**src/hdu_map.svh**
```systemverilog
// register map, field positions, reset values and baud counts of the
// half-duplex serial port; assumes a word-addressed wishbone slave.
`ifndef HDU_MAP_SVH
`define HDU_MAP_SVH
// register indices; the byte address is four times the index
`define HDU_IDX_DATA 10'h0D6
`define HDU_IDX_CTRL 10'h0D7
// control register fields
`define HDU_CR_RECEIVE_READY_FLAG 7
`define HDU_CR_TRANSMITTER_EMPTY_FLAG 6
`define HDU_CR_RECEIVE_IRQ_ENABLE 5
`define HDU_CR_TRANSMIT_IRQ_ENABLE 4
`define HDU_CR_BAUD_HI 3
`define HDU_CR_BAUD_LO 1
`define HDU_CR_NINTH 0
`define HDU_RST_BAUD 3'h0
`define HDU_RST_BYTE 8'h00
// core clock divisors per baud code, one bit time each
`define HDU_DIV_0 14'h1A00
`define HDU_DIV_1 14'h0D00
`define HDU_DIV_2 14'h0680
`define HDU_DIV_3 14'h0340
`define HDU_DIV_4 14'h01A0
`define HDU_DIV_5 14'h0100
`define HDU_DIV_6 14'h00D0
`define HDU_OVERSAMPLE 14'h0008
// bit timing in bit-clock ticks
`define HDU_PHASE_LAST 3'h7
`define HDU_SMP_FIRST 3'h3
`define HDU_SMP_LAST 3'h5
`define HDU_TX_LAST_BIT 4'hA
`define HDU_RX_LAST_BIT 4'h8
`define HDU_FRAME_IDLE 11'h7FF
`endif

```
**src/hdu_pkg.sv**
```systemverilog
// types and the baud decode of the half-duplex serial port;
// assumes hdu_map.svh supplies the constants.
`include "hdu_map.svh"
`default_nettype none
package hdu_pkg;
  typedef enum logic [1:0] {
    HDU_RX_IDLE = 2'b00,
    HDU_RX_START = 2'b01,
    HDU_RX_DATA = 2'b10,
    HDU_RX_STOP = 2'b11
  } hdu_rx_state_t;

  // cycles per bit-clock tick for a baud code; zero means no tick
  function automatic logic [10:0] hdu_tick_count(input logic [2:0] code);
    logic [13:0] div;
    div = 14'h0000;
    case (code)
      3'h0: div = `HDU_DIV_0;
      3'h1: div = `HDU_DIV_1;
      3'h2: div = `HDU_DIV_2;
      3'h3: div = `HDU_DIV_3;
      3'h4: div = `HDU_DIV_4;
      3'h5: div = `HDU_DIV_5;
      3'h6: div = `HDU_DIV_6;
      default: div = 14'h0000;
    endcase
    return 11'(div / `HDU_OVERSAMPLE);
  endfunction
endpackage
`default_nettype wire

```
**src/hdu_if.sv**
```systemverilog
// link between the register core and the two shift engines;
// assumes one clock shared by all three.
`default_nettype none
interface hdu_if;
  logic tick;
  logic tx_start;
  logic [7:0] tx_byte;
  logic tx_ninth;
  logic tx_busy;
  logic tx_done;
  logic tx_line;
  logic rx_level;
  logic rx_done;
  logic [7:0] rx_byte;
  logic rx_ninth;
  logic rx_active;
  modport core (output tick, tx_start, tx_byte, tx_ninth, rx_level,
    input tx_busy, tx_done, tx_line, rx_done, rx_byte, rx_ninth, rx_active);
  modport tx (input tick, tx_start, tx_byte, tx_ninth,
    output tx_busy, tx_done, tx_line);
  modport rx (input tick, rx_level, tx_busy, tx_start,
    output rx_done, rx_byte, rx_ninth, rx_active);
endinterface
`default_nettype wire

```
**src/hdu_tx.sv**
```systemverilog
// transmit engine: sends an 11-bit frame, eight ticks per bit;
// assumes the tick is a one-cycle pulse at eight times the baud rate.
`include "hdu_map.svh"
`default_nettype none
module hdu_tx
  import hdu_pkg::*;
(
  input wire logic i_clk,
  input wire logic i_rst_n,
  hdu_if.tx lnk
);
  logic busy, next_busy;
  logic done, next_done;
  logic [10:0] frame, next_frame;
  logic [3:0] bitn, next_bitn;
  logic [2:0] phase, next_phase;

  // frame shifter; ones shift in behind so the line idles high
  always_comb
  begin
    next_busy = busy;
    next_done = 1'b0;
    next_frame = frame;
    next_bitn = bitn;
    next_phase = phase;
    if (lnk.tx_start)
    begin
      next_frame = {1'b1, lnk.tx_ninth, lnk.tx_byte, 1'b0};
      next_busy = 1'b1;
      next_bitn = 4'h0;
      next_phase = 3'h0;
    end
    else if (busy && lnk.tick)
    begin
      next_phase = phase + 3'h1;
      if (phase == `HDU_PHASE_LAST)
      begin
        // start, data lsb first, ninth, stop
        next_frame = {1'b1, frame[10:1]};
        next_bitn = bitn + 4'h1;
        if (bitn == `HDU_TX_LAST_BIT)
        begin
          next_busy = 1'b0;
          next_done = 1'b1;
        end
      end
    end
  end

  always_ff @(posedge i_clk)
  begin
    if (!i_rst_n)
    begin
      busy <= 1'b0;
      done <= 1'b0;
      frame <= `HDU_FRAME_IDLE;
      bitn <= 4'h0;
      phase <= 3'h0;
    end
    else
    begin
      busy <= next_busy;
      done <= next_done;
      frame <= next_frame;
      bitn <= next_bitn;
      phase <= next_phase;
    end
  end

  assign lnk.tx_busy = busy;
  assign lnk.tx_done = done;
  assign lnk.tx_line = frame[0];
endmodule // hdu_tx
`default_nettype wire

```
**src/hdu_rx.sv**
```systemverilog
// receive engine: falling-edge start, three votes per bit, nine bits;
// assumes rx_level is already synchronised to i_clk.
`include "hdu_map.svh"
`default_nettype none
module hdu_rx
  import hdu_pkg::*;
(
  input wire logic i_clk,
  input wire logic i_rst_n,
  hdu_if.rx lnk
);
  hdu_rx_state_t state, next_state;
  logic [2:0] phase, next_phase;
  logic [3:0] bitn, next_bitn;
  logic [1:0] ones, next_ones;
  logic [8:0] shift, next_shift;
  logic prev, done, next_done;
  logic [7:0] byte_q, next_byte;
  logic ninth, next_ninth;
  logic bit_val;

  // two of three votes decide the bit
  assign bit_val = ones[1];

  // receive sequencer
  always_comb
  begin
    next_state = state;
    next_phase = phase;
    next_bitn = bitn;
    next_ones = ones;
    next_shift = shift;
    next_done = 1'b0;
    next_byte = byte_q;
    next_ninth = ninth;
    if (lnk.tick && state != HDU_RX_IDLE)
      next_phase = phase + 3'h1;
    case (state)
      HDU_RX_IDLE:
        if (prev && !lnk.rx_level)
        begin
          next_state = HDU_RX_START;
          next_phase = 3'h0;
        end
      HDU_RX_START:
        if (lnk.tick && phase == `HDU_PHASE_LAST)
        begin
          next_state = HDU_RX_DATA;
          next_bitn = 4'h0;
          next_ones = 2'h0;
        end
      HDU_RX_DATA:
        if (lnk.tick)
        begin
          // samples at ticks three to five
          if (phase >= `HDU_SMP_FIRST && phase <= `HDU_SMP_LAST &&
              lnk.rx_level)
            next_ones = ones + 2'h1;
          if (phase == `HDU_PHASE_LAST)
          begin
            next_shift = {bit_val, shift[8:1]};
            next_ones = 2'h0;
            next_bitn = bitn + 4'h1;
            if (bitn == `HDU_RX_LAST_BIT)
              next_state = HDU_RX_STOP;
          end
        end
      HDU_RX_STOP:
        if (lnk.tick && phase == `HDU_PHASE_LAST)
        begin
          // stop time over, hand to buffer
          next_state = HDU_RX_IDLE;
          next_done = 1'b1;
          next_byte = shift[7:0];
          next_ninth = shift[8];
        end
      default: next_state = HDU_RX_IDLE;
    endcase
    if (lnk.tx_start || lnk.tx_busy)
    begin
      next_state = HDU_RX_IDLE;
      next_done = 1'b0;
    end
  end

  always_ff @(posedge i_clk)
  begin
    if (!i_rst_n)
    begin
      state <= HDU_RX_IDLE;
      phase <= 3'h0;
      bitn <= 4'h0;
      ones <= 2'h0;
      shift <= 9'h000;
      prev <= 1'b1;
      done <= 1'b0;
      byte_q <= `HDU_RST_BYTE;
      ninth <= 1'b0;
    end
    else
    begin
      state <= next_state;
      phase <= next_phase;
      bitn <= next_bitn;
      ones <= next_ones;
      shift <= next_shift;
      prev <= lnk.rx_level;
      done <= next_done;
      byte_q <= next_byte;
      ninth <= next_ninth;
    end
  end

  assign lnk.rx_done = done;
  assign lnk.rx_byte = byte_q;
  assign lnk.rx_ninth = ninth;
  assign lnk.rx_active = (state != HDU_RX_IDLE);
endmodule // hdu_rx
`default_nettype wire

```
**src/hdu_uart_top.sv**
```systemverilog
// half-duplex serial port with data and control registers on wishbone;
// assumes a classic wishbone master and an asynchronous receive pin.
//
// Chosen here: the Wishbone interface to the registers.
`include "hdu_map.svh"
`default_nettype none

module hdu_uart_top
  import hdu_pkg::*;
(
  input wire logic i_clk,
  input wire logic i_rst_n,
  input wire logic i_wb_cyc,
  input wire logic i_wb_stb,
  input wire logic i_wb_we,
  input wire logic [11:0] i_wb_adr,
  input wire logic [3:0] i_wb_sel,
  input wire logic [31:0] i_wb_dat,
  output logic [31:0] o_wb_dat,
  output logic o_wb_ack,
  input wire logic i_rxd,
  output logic o_txd,
  output logic o_serial_output_active,
  output logic o_rx_irq,
  output logic o_tx_irq
);
  hdu_if lnk ();

  logic ack, next_ack;
  logic [7:0] rdat, next_rdat;
  logic receive_ready_flag, next_receive_ready_flag;
  logic transmitter_empty_flag, next_transmitter_empty_flag;
  logic receive_irq_enable, next_receive_irq_enable;
  logic transmit_irq_enable, next_transmit_irq_enable;
  logic [2:0] baud_select, next_baud;
  logic ninth_bit, next_ninth;
  logic [7:0] tx_byte, next_tx_byte;
  logic [10:0] tick_cnt, next_tick_cnt;
  logic tick, next_tick;
  logic sync1, sync2, sync3;
  logic rx_level, next_rx_level;
  logic req, hit_data, hit_ctrl, wr_data, wr_ctrl, rd_data;
  logic [10:0] tick_len;

  // a fresh request is taken once; the registered ack ends it
  assign req = i_wb_cyc && i_wb_stb && !ack;
  assign hit_data = (i_wb_adr[11:2] == `HDU_IDX_DATA);
  assign hit_ctrl = (i_wb_adr[11:2] == `HDU_IDX_CTRL);
  assign wr_data = req && i_wb_we && i_wb_sel[0] && hit_data;
  assign wr_ctrl = req && i_wb_we && i_wb_sel[0] && hit_ctrl;
  assign rd_data = req && !i_wb_we && hit_data;

  // divisor per baud code, no tick for the reserved code
  assign tick_len = hdu_tick_count(baud_select);

  // bit-clock divider: one tick per eighth of a bit
  always_comb
  begin
    next_tick = 1'b0;
    next_tick_cnt = tick_cnt + 11'h001;
    if (wr_ctrl)
      // new rate restarts the divider at once
      next_tick_cnt = 11'h000;
    else if (tick_len == 11'h000)
      next_tick_cnt = 11'h000;
    else if (tick_cnt >= tick_len - 11'h001)
    begin
      next_tick_cnt = 11'h000;
      next_tick = 1'b1;
    end
  end

  // receive pin filter: a change counts once two late stages agree
  always_comb
  begin
    next_rx_level = rx_level;
    if (sync2 == sync3)
      next_rx_level = sync3;
  end

  // register writes, flag updates and read data
  always_comb
  begin
    next_ack = req;
    next_rdat = rdat;
    next_receive_ready_flag = receive_ready_flag;
    next_transmitter_empty_flag = transmitter_empty_flag;
    next_receive_irq_enable = receive_irq_enable;
    next_transmit_irq_enable = transmit_irq_enable;
    next_baud = baud_select;
    next_ninth = ninth_bit;
    next_tx_byte = tx_byte;
    if (wr_data)
    begin
      next_tx_byte = i_wb_dat[7:0];
      // data write empties the transmitter flag
      next_transmitter_empty_flag = 1'b0;
    end
    if (wr_ctrl)
    begin
      next_receive_ready_flag = i_wb_dat[`HDU_CR_RECEIVE_READY_FLAG];
      next_transmitter_empty_flag = i_wb_dat[`HDU_CR_TRANSMITTER_EMPTY_FLAG];
      // enable bits; they touch no flag
      next_receive_irq_enable = i_wb_dat[`HDU_CR_RECEIVE_IRQ_ENABLE];
      next_transmit_irq_enable = i_wb_dat[`HDU_CR_TRANSMIT_IRQ_ENABLE];
      next_baud = i_wb_dat[`HDU_CR_BAUD_HI:`HDU_CR_BAUD_LO];
      // level for later transmitted ninth bits
      next_ninth = i_wb_dat[`HDU_CR_NINTH];
    end
    // hardware sets win over same-cycle software clears
    // character in buffer
    if (lnk.rx_done)
    begin
      next_receive_ready_flag = 1'b1;
      // received ninth bit replaces the written one
      next_ninth = lnk.rx_ninth;
    end
    if (lnk.tx_done)
      next_transmitter_empty_flag = 1'b1;
    if (req && !i_wb_we)
    begin
      next_rdat = 8'h00;
      if (hit_data)
        // reads see the receive buffer only
        next_rdat = lnk.rx_byte;
      else if (hit_ctrl)
        next_rdat = {receive_ready_flag, transmitter_empty_flag,
          receive_irq_enable, transmit_irq_enable, baud_select, ninth_bit};
    end
  end

  always_ff @(posedge i_clk)
  begin
    if (!i_rst_n)
    begin
      ack <= 1'b0;
      rdat <= `HDU_RST_BYTE;
      receive_ready_flag <= 1'b0;
      transmitter_empty_flag <= 1'b0;
      receive_irq_enable <= 1'b0;
      transmit_irq_enable <= 1'b0;
      baud_select <= `HDU_RST_BAUD;
      ninth_bit <= 1'b0;
      tx_byte <= `HDU_RST_BYTE;
      tick_cnt <= 11'h000;
      tick <= 1'b0;
      sync1 <= 1'b1;
      sync2 <= 1'b1;
      sync3 <= 1'b1;
      rx_level <= 1'b1;
    end
    else
    begin
      ack <= next_ack;
      rdat <= next_rdat;
      receive_ready_flag <= next_receive_ready_flag;
      transmitter_empty_flag <= next_transmitter_empty_flag;
      receive_irq_enable <= next_receive_irq_enable;
      transmit_irq_enable <= next_transmit_irq_enable;
      baud_select <= next_baud;
      ninth_bit <= next_ninth;
      tx_byte <= next_tx_byte;
      tick_cnt <= next_tick_cnt;
      tick <= next_tick;
      sync1 <= i_rxd;
      sync2 <= sync1;
      sync3 <= sync2;
      rx_level <= next_rx_level;
    end
  end

  // start pulse rises with the byte register, one cycle after the data write
  logic start_q;
  always_ff @(posedge i_clk)
  begin
    if (!i_rst_n)
      start_q <= 1'b0;
    else
      start_q <= wr_data;
  end

  assign lnk.tick = tick;
  assign lnk.tx_start = start_q;
  assign lnk.tx_byte = tx_byte;
  assign lnk.tx_ninth = ninth_bit;
  assign lnk.rx_level = rx_level;

  hdu_tx u_tx (
    .i_clk(i_clk),
    .i_rst_n(i_rst_n),
    .lnk(lnk.tx)
  );

  hdu_rx u_rx (
    .i_clk(i_clk),
    .i_rst_n(i_rst_n),
    .lnk(lnk.rx)
  );

  // outputs; the line shows the shifter's bit 0 at all times, idle or sending
  assign o_wb_ack = ack;
  assign o_wb_dat = {24'h000000, rdat};
  assign o_txd = lnk.tx_line;
  assign o_serial_output_active = lnk.tx_busy;
  // receive request from flag and enable
  assign o_rx_irq = receive_ready_flag && receive_irq_enable;
  assign o_tx_irq = transmitter_empty_flag && transmit_irq_enable;
endmodule // hdu_uart_top
`default_nettype wire

```
**config.mk**
```make
export PLATFORM = sky130hd
export DESIGN_NAME = hdu_uart_top
export DESIGN_NICKNAME = d
export VERILOG_FILES = /design/src/hdu_pkg.sv /design/src/hdu_if.sv /design/src/hdu_tx.sv /design/src/hdu_rx.sv /design/src/hdu_uart_top.sv
export VERILOG_INCLUDE_DIRS = /design/src
export SDC_FILE = /design/constraint.sdc
export NUM_CORES = 1
export LEC_CHECK = 0
export BUFFER_PORTS_ARGS = -buffer_cell sky130_fd_sc_hd__buf_2
export CAP_MARGIN = 10
export CORE_MARGIN = 3
export CORE_UTILIZATION = 55
export CTS_CLUSTER_SIZE = 40
export DETAILED_ROUTE_END_ITERATION = 10
export GPL_ROUTABILITY_DRIVEN = 0
export GPL_TIMING_DRIVEN = 0
export PLACE_DENSITY = 0.8
export SLEW_MARGIN = 10
export SYNTH_ARGS = -nofsm -noshare
export SYNTH_HDL_FRONTEND = slang
export SYNTH_HIERARCHICAL = 1
export SYNTH_SLANG_ARGS = --single-unit
```
**constraint.sdc**
```tcl
create_clock -name i_clk -period 4.1 [get_ports i_clk]
set_input_delay 0.41 -clock i_clk [delete_from_list [all_inputs] [get_ports i_clk]]
set_output_delay 0.41 -clock i_clk [all_outputs]
set_load 0.01 [all_outputs]
```
== Word-level counts from Yosys, hierarchy flattened ==
Cells that the tools add are included.

* Register bits: 92
* Input port bits: 54
* Output and inout port bits: 37
* Logic and storage cells: 148

* Add/subtract/negate cells: 7
* $lt $le $gt $ge: 3
* Equality and inequality tests: 23
* Multiplexer cells: 38
* Bitwise operators: 4
* Reduce and logical (&&, ||, !) cells: 43

{| class="wikitable"
|+ Operators by type and width
! cell !! number
|-
| $pmux 13 s7 || 1
|-
| $mux 10 || 3
|-
| $eq 10x8->1 const B || 2
|-
| $mux 2 || 9
|-
| $mux 8 || 2
|-
| $eq 3x3->1 const B || 5
|-
| $logic_and 1x1->1 || 15
|-
| $mux 1 || 14
|-
| $mux 4 || 3
|-
| $reduce_bool 2->1 || 6
|-
| $add 11x1->11 const B || 1
|-
| $ge 11x11->1 || 1
|-
| $logic_not 11->1 || 1
|-
| $sub 11x1->11 const B || 1
|-
| $ne 2x1->1 const B || 5
|-
| $mux 3 || 3
|-
| $add 4x1->4 const B || 2
|-
| $eq 4x4->1 const B || 2
|-
| $pmux 2 s4 || 1
|-
| $pmux 4 s2 || 1
|-
| $reduce_and 4->1 || 2
|-
| $reduce_or 4->1 || 2
|-
| $add 3x1->3 const B || 2
|-
| $eq 3x2->1 const B || 2
|-
| other kinds (21) || 32
|}

== Logic depth before layout (Yosys ltp) ==
Gate-level depths: netlist of run 1.

* Depth after elaboration: 8
* Gate-level depth with buffers: 14
* Depth with buffers taken out: 11

== Hierarchy ==
Netlist of run 1, hierarchy kept.

{| class="wikitable"
|+ By module, submodules not included
! module !! times used !! cells each !! area each (um^2) !! seq. area each (um^2)
|-
| hdu_uart_top || 1 || 277 || 2387.3 || 840.8
|-
| hdu_rx || 1 || 167 || 1462.7 || 620.6
|-
| hdu_tx || 1 || 96 || 819.5 || 380.4
|}

== Least setup slack after synthesis of run 1 ==
Ideal clock, no wire load.

* Kind: register -> register
* Start point: register baud_select[0]
* End point: register tick_cnt[10]
* Library setup time: 92 ps
* Arrival: 2961 ps
* Required time: 4008 ps
* Setup slack: 1047 ps
* Stages on the path, launching flop included: 14
* Buffers on the path: 2
* Clock period less this slack: 3053 ps
* Cells stage by stage: dfxtp_1 clkbuf_1 inv_1 ha_1 or3_1 o41ai_1 nand2_1 xnor2_1 ha_1 a21o_1 a21o_1 a211o_1 clkbuf_1 nor4_1

* Word-level cells in the longest chain between the ends: 5
* Elaborated cells between the ends (all ways): 12
* Those cells by class: add/sub: 1; order compare: 1; eq/ne: 6; mux: 1; reduce/logical: 3

{| class="wikitable"
|+ RTL lines
! item !! line !! RTL
|-
| start: declaration || hdu_uart_top.sv:35 || <nowiki>logic [2:0] baud_select, next_baud;</nowiki>
|-
| start signal: assignment || hdu_uart_top.sv:142 || <nowiki>baud_select <= `HDU_RST_BAUD;</nowiki>
|-
| start signal: assignment || hdu_uart_top.sv:160 || <nowiki>baud_select <= next_baud;</nowiki>
|-
| $eq 3x3->1 (tied with other cells) || hdu_pkg.sv:17 || <nowiki>case (code)</nowiki>
|-
| $pmux 13 s7 * || hdu_pkg.sv:17 ||
|-
| $sub 11x1->11 || hdu_uart_top.sv:66 || <nowiki>else if (tick_cnt >= tick_len - 11'h001)</nowiki>
|-
| $ge 11x11->1 || hdu_uart_top.sv:66 ||
|-
| $reduce_or 4->1 (no source line) * || - ||
|-
| end signal: assignment || hdu_uart_top.sv:163 || <nowiki>tick_cnt <= next_tick_cnt;</nowiki>
|-
| end: declaration || hdu_uart_top.sv:38 || <nowiki>logic [10:0] tick_cnt, next_tick_cnt;</nowiki>
|}

Every way passes the cells marked *; elsewhere a longest branch is shown, timed or not.
A chain may end at the register's enable or synchronous reset.

== Final worst setup path of run 1 ==
* Start point: register baud_select[0]
* End point: register tick_cnt[5]

Same word-level chain as after synthesis.

==> results.yml, run 1 <==
critical_path:
  slowest_stage: "or3_1"
  r2r_end: "tick_cnt[5]"
  critical_path.top_delay_family: "simple AND/OR/NAND/NOR gates"
  cp-end-kind: "register"
  rr_worst_depth: 13
  r2r_slack_ns: 0.38
  startpoint_type: "register"
  worstPathCellList: "clkbuf_1 -> inv_1 -> ha_1 -> or3_1 -> o41ai_1 -> nand2_1 -> xnor2_1 -> ha_1 -> nand4_1 -> nor4b_1 -> a211o_1 -> clkbuf_1 -> nor4_1"
  criticalPathCategory: "reg -> reg"
  r2r-start: "baud_select[0]"
  critPathArrivalTime_ns: 3.95
  worst-path-buf-inv: 3
  worstPathMaxFanout: 10
  cp_slowest_stage_delay_ns: 0.39
  crit_required_ns: 4.34
grt:
  grt_pass1_vias: 3709
  overflow: 0
  grt_pass1_wl_um: 16900
  grt_max_degree: 18
  antenna_found_initial: 0
  grt_usage_pct: 21.0
clock_network:
  clk_latency_ns: 0.36
  cts_resized: 0
  cts-buffers-inserted: 9
  post_cts.repair.setup_buffers: 0
  htreeDepth: 3
  clock-sinks: 92
  clockBufferDepth: 2
  tritoncts: "done"
  clk_pin_slew_ns: 0.09
  holdBufCountCts: 0
  root_buffer: "clkbuf_8"
placement:
  dp.cells: 701
  io_buffers: 36
  pre_cts_slack_ns: 0.433
  hpwlAfterDp_um: 7710
cells_and_area:
  nets: 694
  antenna_cells: 0
  final_util_pct: 66.0
  nFillCells: 692
  final_cell_mix: "dfxtp_1, nand2_1, buf_2"
  area_growth_pct: 12.5
  fin_cells: 717
  drive_gt1_share_pct: 15.3
  layout_commonest_cell: "dfxtp_1"
sta:
  tns_ns: 0
  rsz0062_at_grt: "no"
  worst_slack_ns: 0.383
  tightest_slew_ns: 0.697
  setup_violations: 0
  slew_headroom_pct: 53.2
  fin_crit_ns: 3.72
  slew_viol_final: 0
  fin_crit_sh_pct: 90.7
  fmax_mhz: 269
  final-hold-violation-count: 0
  fin_skew_ns: 0.00826
detailed_routing:
  vias_per_cell: 5.54
  dr.pass1.iters: 5
  ant_nets: 0
  drc_errors: 0
  drt_wl_total_um: 10300
  avgRoutedWirePerCell_um: 14.3
  drt_iter0_drc: 189
  vias: 3973
floorplanning:
  die_w_um: 98.1
  rows: 32
  die_height_um: 98.1
  fp.dieArea_um2: 9630
  io_pins: 91
  core_area_um2: 7970
  initial_core_util_pct: 58.6
worst_hold_path:
  min_from: "i_rxd"
  worst_hold_path.num_cells: 2
  hp-class: "in -> reg"
  hold_path_end: "sync1"
yosys:
  synthDistinctLibCells: 65
  ys_ff_latch: 92
  yosys.area.top_type_share_pct: 39.4
  synth_area_per_cell_um2: 8.65
  synthArstFlopShare_pct: 0
  yosys.area.top_type: "dfxtp_1"
  synth_warnings: 6
  synth.area.top_cells: "dfxtp_1, ha_1, nand2_1, a21oi_1, buf_4"
  syn_inst: 540
  syn-cell-area_um2: 4670
  synth_ff_type: "dfxtp_1"
  synth_edf_count: 0
  ys_seq_area_share_pct: 39.4
power:
  leakage_nw: 2.28
  powerDensity_nw_per_um2: 314
  ir_drop_uv: 227
  totalPowerFinal_mw: 1.65
job:
  maxCapViolCount: 0
outcome:
  status: "complete, no violations"
final cells by class:
class,count,area (um^2),share of cell area (%)
clock buffer,10,128,2.43
multi-input combinational,402,2530,48.1
timing repair buffer,36,180,3.43
sequential,92,1840,35.0
tap,102,128,2.43
buffer,51,318,6.05
inverter,18,67.6,1.29
clock inverter,6,63.8,1.21
logic make-up (layout without fill, tap and decap cells):
kind of cell,after synthesis,count (layout),share of synthesized area [%]
flip-flops,92,92,39.4
other,1,24,0.0803
multiplexers,13,13,2.81
buffers and inverters,69,121,8.25
AO/OA/AOI/OAI,123,123,17.2
adder cells (fa/ha/maj),30,30,8.04
XOR/XNOR,15,15,2.81
AND/OR/NAND/NOR,197,197,21.3
worst reg2reg max path: cells and delay by family (launching register included):
kind | cells | cell delay [ns]
xor+xnor | 1 | 0.14
buf+inv | 3 | 0.92
flops | 1 | 0.36
simple gates | 5 | 1.09
compound gates | 2 | 0.50
fa+ha+maj | 2 | 0.59
where the power goes:
group | switching, mW | leakage (nW) | internal [mW]
registers | 0.00902 | 0.743 | 0.900
logic | 0.0798 | 1.44 | 0.0639
clock network | 0.315 | 0.0927 | 0.282
total | 0.404 | 2.28 | 1.25
worst max path at each step:
stage | endpoint | cells after the start | startpoint
floorplan | tick_cnt[10] | 13 | baud_select[0]
CTS | tick_cnt[3] | 13 | baud_select[0]
finish | tick_cnt[5] | 13 | baud_select[0]
global route | tick_cnt[4] | 13 | baud_select[0]
detailed placement | tick_cnt[5] | 13 | baud_select[0]
global placement | tick_cnt[9] | 13 | baud_select[0]
registers in the layout (all words and copies together), names as in the netlist, 2 cells and up:
| name | count |
|---|---|
| u_tx/phase | 3 |
| baud_select | 3 |
| u_rx/ones | 2 |
| u_tx/frame | 10 |
| u_rx/phase | 3 |
| u_rx/lnk.rx_byte | 8 |
| u_tx/bitn | 4 |
| tick_cnt | 11 |
| rdat | 8 |
| u_rx/state | 2 |
| u_rx/shift | 9 |
| u_rx/bitn | 4 |
| lnk.tx_byte | 8 |
stage by stage:
| stage | hold slack (ns) | instance area (um^2) |
|---|---|---|
| after floorplan | 0.386 | 4760 |
| after global placement | 0.396 | 5060 |
| after detailed placement | 0.406 | 5060 |
| after CTS | 0.220 | 5260 |
| after global routing | 0.230 | 5260 |
| final | 0.228 | 5260 |
cell usage after synthesis (3+ instances only):
cell type / count
dfxtp_1: 92
nand2_1: 67
nor2_1: 38
a21oi_1: 37
ha_1: 30
buf_4: 24
nand3_1: 24
o21ai_0: 24
a21boi_0: 20
clkbuf_1: 19
inv_1: 18
mux2i_1: 12
xor2_1: 12
a2bb2oi_1: 9
nor4_1: 9
nand4_1: 7
a211oi_1: 6
nand2b_1: 6
and2_1: 5
and3_1: 5
nor2b_1: 5
or4_1: 5
nor3_1: 4
a21o_1: 3
buf_2: 3
or3_1: 3
xnor2_1: 3
per-layer routing:
metal  vias up  part of all wire, %  track usage (%)
met5         -                    0                0
met4         0                  1.4             6.09
met3        15                  4.8             3.93
met2       105                   50             36.4
met1      1864                   44             26.7
li1       1989                    -                -
(Power assumes the default switching activity.)
==> run 2: changes to the inputs <==
--- a/config.mk
+++ b/config.mk
@@ -9,12 +9,12 @@
 export BUFFER_PORTS_ARGS = -buffer_cell sky130_fd_sc_hd__buf_2
 export CAP_MARGIN = 10
 export CORE_MARGIN = 3
-export CORE_UTILIZATION = 55
+export CORE_UTILIZATION = 30
 export CTS_CLUSTER_SIZE = 40
 export DETAILED_ROUTE_END_ITERATION = 10
 export GPL_ROUTABILITY_DRIVEN = 0
 export GPL_TIMING_DRIVEN = 0
-export PLACE_DENSITY = 0.8
+export PLACE_DENSITY = 0.49
 export SLEW_MARGIN = 10
 export SYNTH_ARGS = -nofsm -noshare
 export SYNTH_HDL_FRONTEND = slang
==> run 2 against run 1 <==
- non-clock buffer count stayed put
- cell count is 11% higher
- via count decreased by 2.3%
- combinational power about the same
- clock-buffer cell count down 1
- sequential power about the same
==> results.yml, run 2 (synthesized netlist as in run 1, its figures left out) <==
detailed_routing:
  avgRoutedWirePerCell_um: 13.8
  drt-met1-wl_um: 5410
  drc_errors: 0
  ant_nets: 0
  vias: 3881
  dr_wl_met3_um: 449
  dr.pass1.iters: 4
  top_layer_used: "met4"
  drt_wl_total_um: 11000
  vias_per_cell: 4.86
  drt_iter0_drc: 164
  route.met2.wl_um: 5020
critical_path:
  crit_required_ns: 4.31
  critPathArrivalTime_ns: 3.87
  cp-end-kind: "register"
  worstPathMaxFanout: 10
  criticalPathCategory: "reg -> reg"
  startpoint_type: "register"
floorplanning:
  die_height_um: 131
  die_w_um: 131
  io_pins: 91
  rows: 44
  core_area_um2: 14900
  initial_core_util_pct: 31.4
  fp.dieArea_um2: 17100
power:
  totalPowerFinal_mw: 1.89
  ir_drop_uv: 187
  leakage_nw: 2.32
  powerDensity_nw_per_um2: 346
grt:
  grt_pass1_wl_um: 17900
  antenna_found_initial: 0
  grt_usage_pct: 13.3
  overflow: 0
  grt_max_degree: 18
  grt_pass1_vias: 3542
clock_network:
  root_buffer: "clkbuf_16"
  clk_pin_slew_ns: 0.07
  cts_resized: 0
  tritoncts: "done"
  clk_latency_ns: 0.35
  post_cts.repair.setup_buffers: 0
  cts-buffers-inserted: 9
  holdBufCountCts: 0
  htreeDepth: 3
  clock-sinks: 92
  clockBufferDepth: 2
sta:
  fin_skew_ns: 0.00873
  tightest_slew_ns: 0.765
  holdWs_ns: 0.237
  slew_viol_final: 0
  fin_crit_ns: 3.66
  fin_crit_sh_pct: 89.2
  tns_ns: 0
  setup_violations: 0
  rsz0062_at_grt: "no"
  slew_headroom_pct: 48.6
  final-hold-violation-count: 0
  fmax_mhz: 274
cells_and_area:
  top_register: "tick_cnt"
  drive_gt1_share_pct: 15.3
  final_util_pct: 36.8
  layout_commonest_cell: "dfxtp_1"
  largest_register_ff_count: 11
  final_cell_mix: "dfxtp_1, nand2_1, buf_2"
  fin_area_um2: 5460
  antenna_cells: 0
  nets: 694
  nFillCells: 1526
  reg_top3: "tick_cnt (11), u_tx/frame (10), u_rx/shift (9)"
  multiInputGateArea_um2: 2530
  area_growth_pct: 17.0
  seqCellArea_um2: 1840
placement:
  hpwlAfterDp_um: 8160
  io_buffers: 36
  dpl_cell_area_um2: 5170
worst_hold_path:
  hp-class: "in -> reg"
outcome:
  status: "complete, no violations"
job:
  maxCapViolCount: 0
## run 2: cell count changes in the layout (fill, tap and decap cells not counted), sizes merged
cell,previous run,this run
inv,19,20
clkinv,2,1
clkbuf,30,29
## run 2: routing by layer
layer  global-route usage, %  vias to the layer above
met4                    3.81                        0
met1                    17.6                     1801
li1                        -                     1992
met3                    4.11                       12
met2                    21.0                       76
met5                       0                        -
## run 2: per-stage QoR
step / std cells / setup WS, ns
2_1_floorplan: 563 / 1.05
3_3_place_gp: 783 / 0.466
3_5_place_dp: 783 / 0.445
4_1_cts: 798 / 0.427
5_1_grt: 798 / 0.156
6_report: 798 / 0.444
## run 2: final cells by class
| class | count | area share [%] |
|---|---|---|
| Multi-Input combinational cell | 402 | 46.3 |
| Sequential cell | 92 | 33.7 |
| Buffer | 51 | 5.82 |
| Tap cell | 184 | 4.21 |
| Clock buffer | 9 | 4.12 |
| Timing Repair Buffer | 36 | 3.30 |
| Clock inverter | 6 | 1.31 |
| Inverter | 18 | 1.24 |
## run 2: final timing paths
path / cells after the start / endpoint / startpoint / slack, ns
max: 13 / tick_cnt[3] / baud_select[0] / 0.44
min: 2 / sync1 / i_rxd / 0.24
max reg2reg: 13 / tick_cnt[3] / baud_select[0] / 0.44
min reg2reg: 1 / sync2 / sync1 / 0.42
## run 2: critical path, stage by stage (launching register included)
cell and delay (ns):
dfxtp_1 0.36, clkbuf_1 0.34, inv_1 0.15, ha_1 0.31
or3_1 0.38, o41ai_1 0.25, nand2_1 0.10, xnor2_1 0.13
ha_1 0.27, nand4_1 0.13, nor4b_1 0.34, a211o_1 0.20
clkbuf_1 0.42, nor4_1 0.13
## run 2: power breakdown
group          switching (mW)  internal (mW)  leakage, nW  total, mW
registers             0.00915          0.901        0.743      0.910
logic                  0.0824         0.0640         1.44      0.146
clock network           0.361          0.474        0.139      0.835
total                   0.453           1.44         2.32       1.89
==> run 3: changes to the inputs <==
--- a/config.mk
+++ b/config.mk
@@ -6,15 +6,15 @@
 export SDC_FILE = /design/constraint.sdc
 export NUM_CORES = 1
 export LEC_CHECK = 0
-export BUFFER_PORTS_ARGS = -buffer_cell sky130_fd_sc_hd__buf_2
 export CAP_MARGIN = 10
 export CORE_MARGIN = 3
 export CORE_UTILIZATION = 30
 export CTS_CLUSTER_SIZE = 40
 export DETAILED_ROUTE_END_ITERATION = 10
+export DONT_BUFFER_PORTS = 1
 export GPL_ROUTABILITY_DRIVEN = 0
 export GPL_TIMING_DRIVEN = 0
-export PLACE_DENSITY = 0.49
+export PLACE_DENSITY = 0.44
 export SLEW_MARGIN = 10
 export SYNTH_ARGS = -nofsm -noshare
 export SYNTH_HDL_FRONTEND = slang
==> run 3 against run 2 <==
- worst hold slack got worse by 0.10 ns
- non-clock buffer count down 36
- global-route usage increased by 0.56 points
- combinational power down 11%
- sequential power is essentially flat
- core utilization fell by 1.3 points
- critical endpoint is now tick_cnt[9]
- largest power group unchanged
==> results.yml, run 3 (synthesized netlist as in run 1, its figures left out) <==
outcome:
  status: "complete, no violations"
sta:
  final-hold-violation-count: 0
  tightest_slew_ns: 0.749
  fin_crit_sh_pct: 87.9
  fin_crit_ns: 3.61
  fmax_mhz: 277
  slew_headroom_pct: 49.6
  slew_viol_final: 0
  rsz0062_at_grt: "no"
  setup_violations: 0
  fin_skew_ns: 0.00867
  tns_ns: 0
power:
  power.internal_mw: 1.39
  ir_drop_uv: 143
  powerDensity_nw_per_um2: 350
  p_comb_share_pct: 7.0
  power_frac_seq_pct: 49.5
  sw_frac_of_total_pct: 24.6
  p_sw_mw: 0.453
  p_clk_share_pct: 43.5
  leakage_nw: 2.16
floorplanning:
  die_w_um: 131
  fp.dieArea_um2: 17100
  io_pins: 91
  initial_core_util_pct: 31.4
  rows: 44
  core_area_um2: 14900
  die_height_um: 131
job:
  maxCapViolCount: 0
critical_path:
  cp-startpoint: "baud_select[0]"
  rr_worst_depth: 13
  startpoint_type: "register"
  crit_required_ns: 4.31
  r2r-start: "baud_select[0]"
  critPathArrivalTime_ns: 3.82
  worstPathMaxFanout: 10
  criticalPathCategory: "reg -> reg"
  cp-end-kind: "register"
worst_hold_path:
  worst_hold_path.num_cells: 1
  hp-class: "in -> reg"
  min_from: "i_rst_n"
clock_network:
  cts-buffers-inserted: 9
  holdBufCountCts: 0
  cts_resized: 0
  clockBufferDepth: 2
  htreeDepth: 3
  clock-sinks: 92
  post_cts.repair.setup_buffers: 0
  root_buffer: "clkbuf_16"
  tritoncts: "done"
  clk_latency_ns: 0.35
  clk_pin_slew_ns: 0.07
cells_and_area:
  fin_cells: 763
  final_cell_mix: "dfxtp_1, nand2_1, nor2_1"
  top_register: "tick_cnt"
  multiInputGateArea_um2: 2530
  drive_gt1_share_pct: 10.0
  antenna_cells: 0
  nFillCells: 1545
  largest_register_ff_count: 11
  nets: 658
  layout_commonest_cell: "dfxtp_1"
  area_growth_pct: 12.7
  reg_top3: "tick_cnt (11), u_tx/frame (10), u_rx/shift (9)"
  seqCellArea_um2: 1840
detailed_routing:
  ant_nets: 0
  drc_errors: 0
  dr.pass1.iters: 4
  avgRoutedWirePerCell_um: 14.7
  drt_iter0_drc: 226
  vias: 3691
  drt_wl_total_um: 11200
  vias_per_cell: 4.84
grt:
  antenna_found_initial: 0
  overflow: 0
  grt_usage_pct: 13.9
  grt_pass1_vias: 3537
  grt_pass1_wl_um: 18500
  grt_max_degree: 18
placement:
  dp.cells: 747
  hpwlAfterDp_um: 8360
  io_buffers: 0
==> run 3: cell types whose count changed in the layout (fill, tap and decap cells not counted), sizes merged <==
cell / delta
clkbuf: +2
clkinv: +1
clkinvlp: -1
buf: -36
bufinv: -1
==> run 3: metal layers <==
layer,vias to the layer above,share of wire [%],global-route usage (%)
li1,1922,-,-
met1,1694,47,17.8
met2,63,45,21.5
met3,12,5.7,3.98
met4,0,2.3,6.59
met5,-,0,0
==> run 3: metrics by stage <==
stage / cell area [um^2] / power [mW] / setup slack [ns] / hold slack (ns) / utilization [%]
detailed placement: 4990 / 1.06 / 0.516 / 0.405 / 33.5
CTS: 5260 / 1.86 / 0.485 / 0.127 / 35.4
global placement: 4990 / 1.06 / 0.506 / 0.406 / 33.5
floorplan: 4760 / 1.03 / 1.05 / 0.386 / -
finish: 5260 / 1.84 / 0.494 / 0.132 / 35.4
global route: 5260 / 1.92 / 0.157 / 0.123 / 35.4
==> run 3: power by group through the flow <==
stage               Clock, mW  Combinational, mW  Sequential [mW]
finish                  0.801              0.130            0.911
global route            0.866              0.145            0.911
CTS                     0.823              0.129            0.910
detailed placement          0              0.129            0.931
global placement            0              0.125            0.931
floorplan                   0              0.106            0.928
==> run 3: final cells by class <==
| cell class | count | share of cell area (%) |
|---|---|---|
| inverters | 18 | 1.28 |
| plain buffers | 51 | 6.04 |
| well taps | 184 | 4.37 |
| clock buffers | 11 | 4.61 |
| clock inverters | 5 | 0.666 |
| multi-input cells | 402 | 48.0 |
| flip-flops and latches | 92 | 35.0 |
==> run 3: worst paths after layout <==
check                 to  slack, ns
min reg2reg        sync2       0.42
max          tick_cnt[9]       0.49
max reg2reg  tick_cnt[9]       0.49
min                sync2       0.13
==> run 3: critical path: stages (launching register included) <==
cell and delay (ns):
dfxtp_1 0.35, clkbuf_1 0.32, inv_1 0.14, ha_1 0.31, or3_1 0.38, o41ai_1 0.33, nand2_1 0.11, xnor2_1 0.14
ha_1 0.27, nand4_1 0.12, nor4b_1 0.31, a211o_1 0.19, clkbuf_1 0.37, nor4_1 0.11
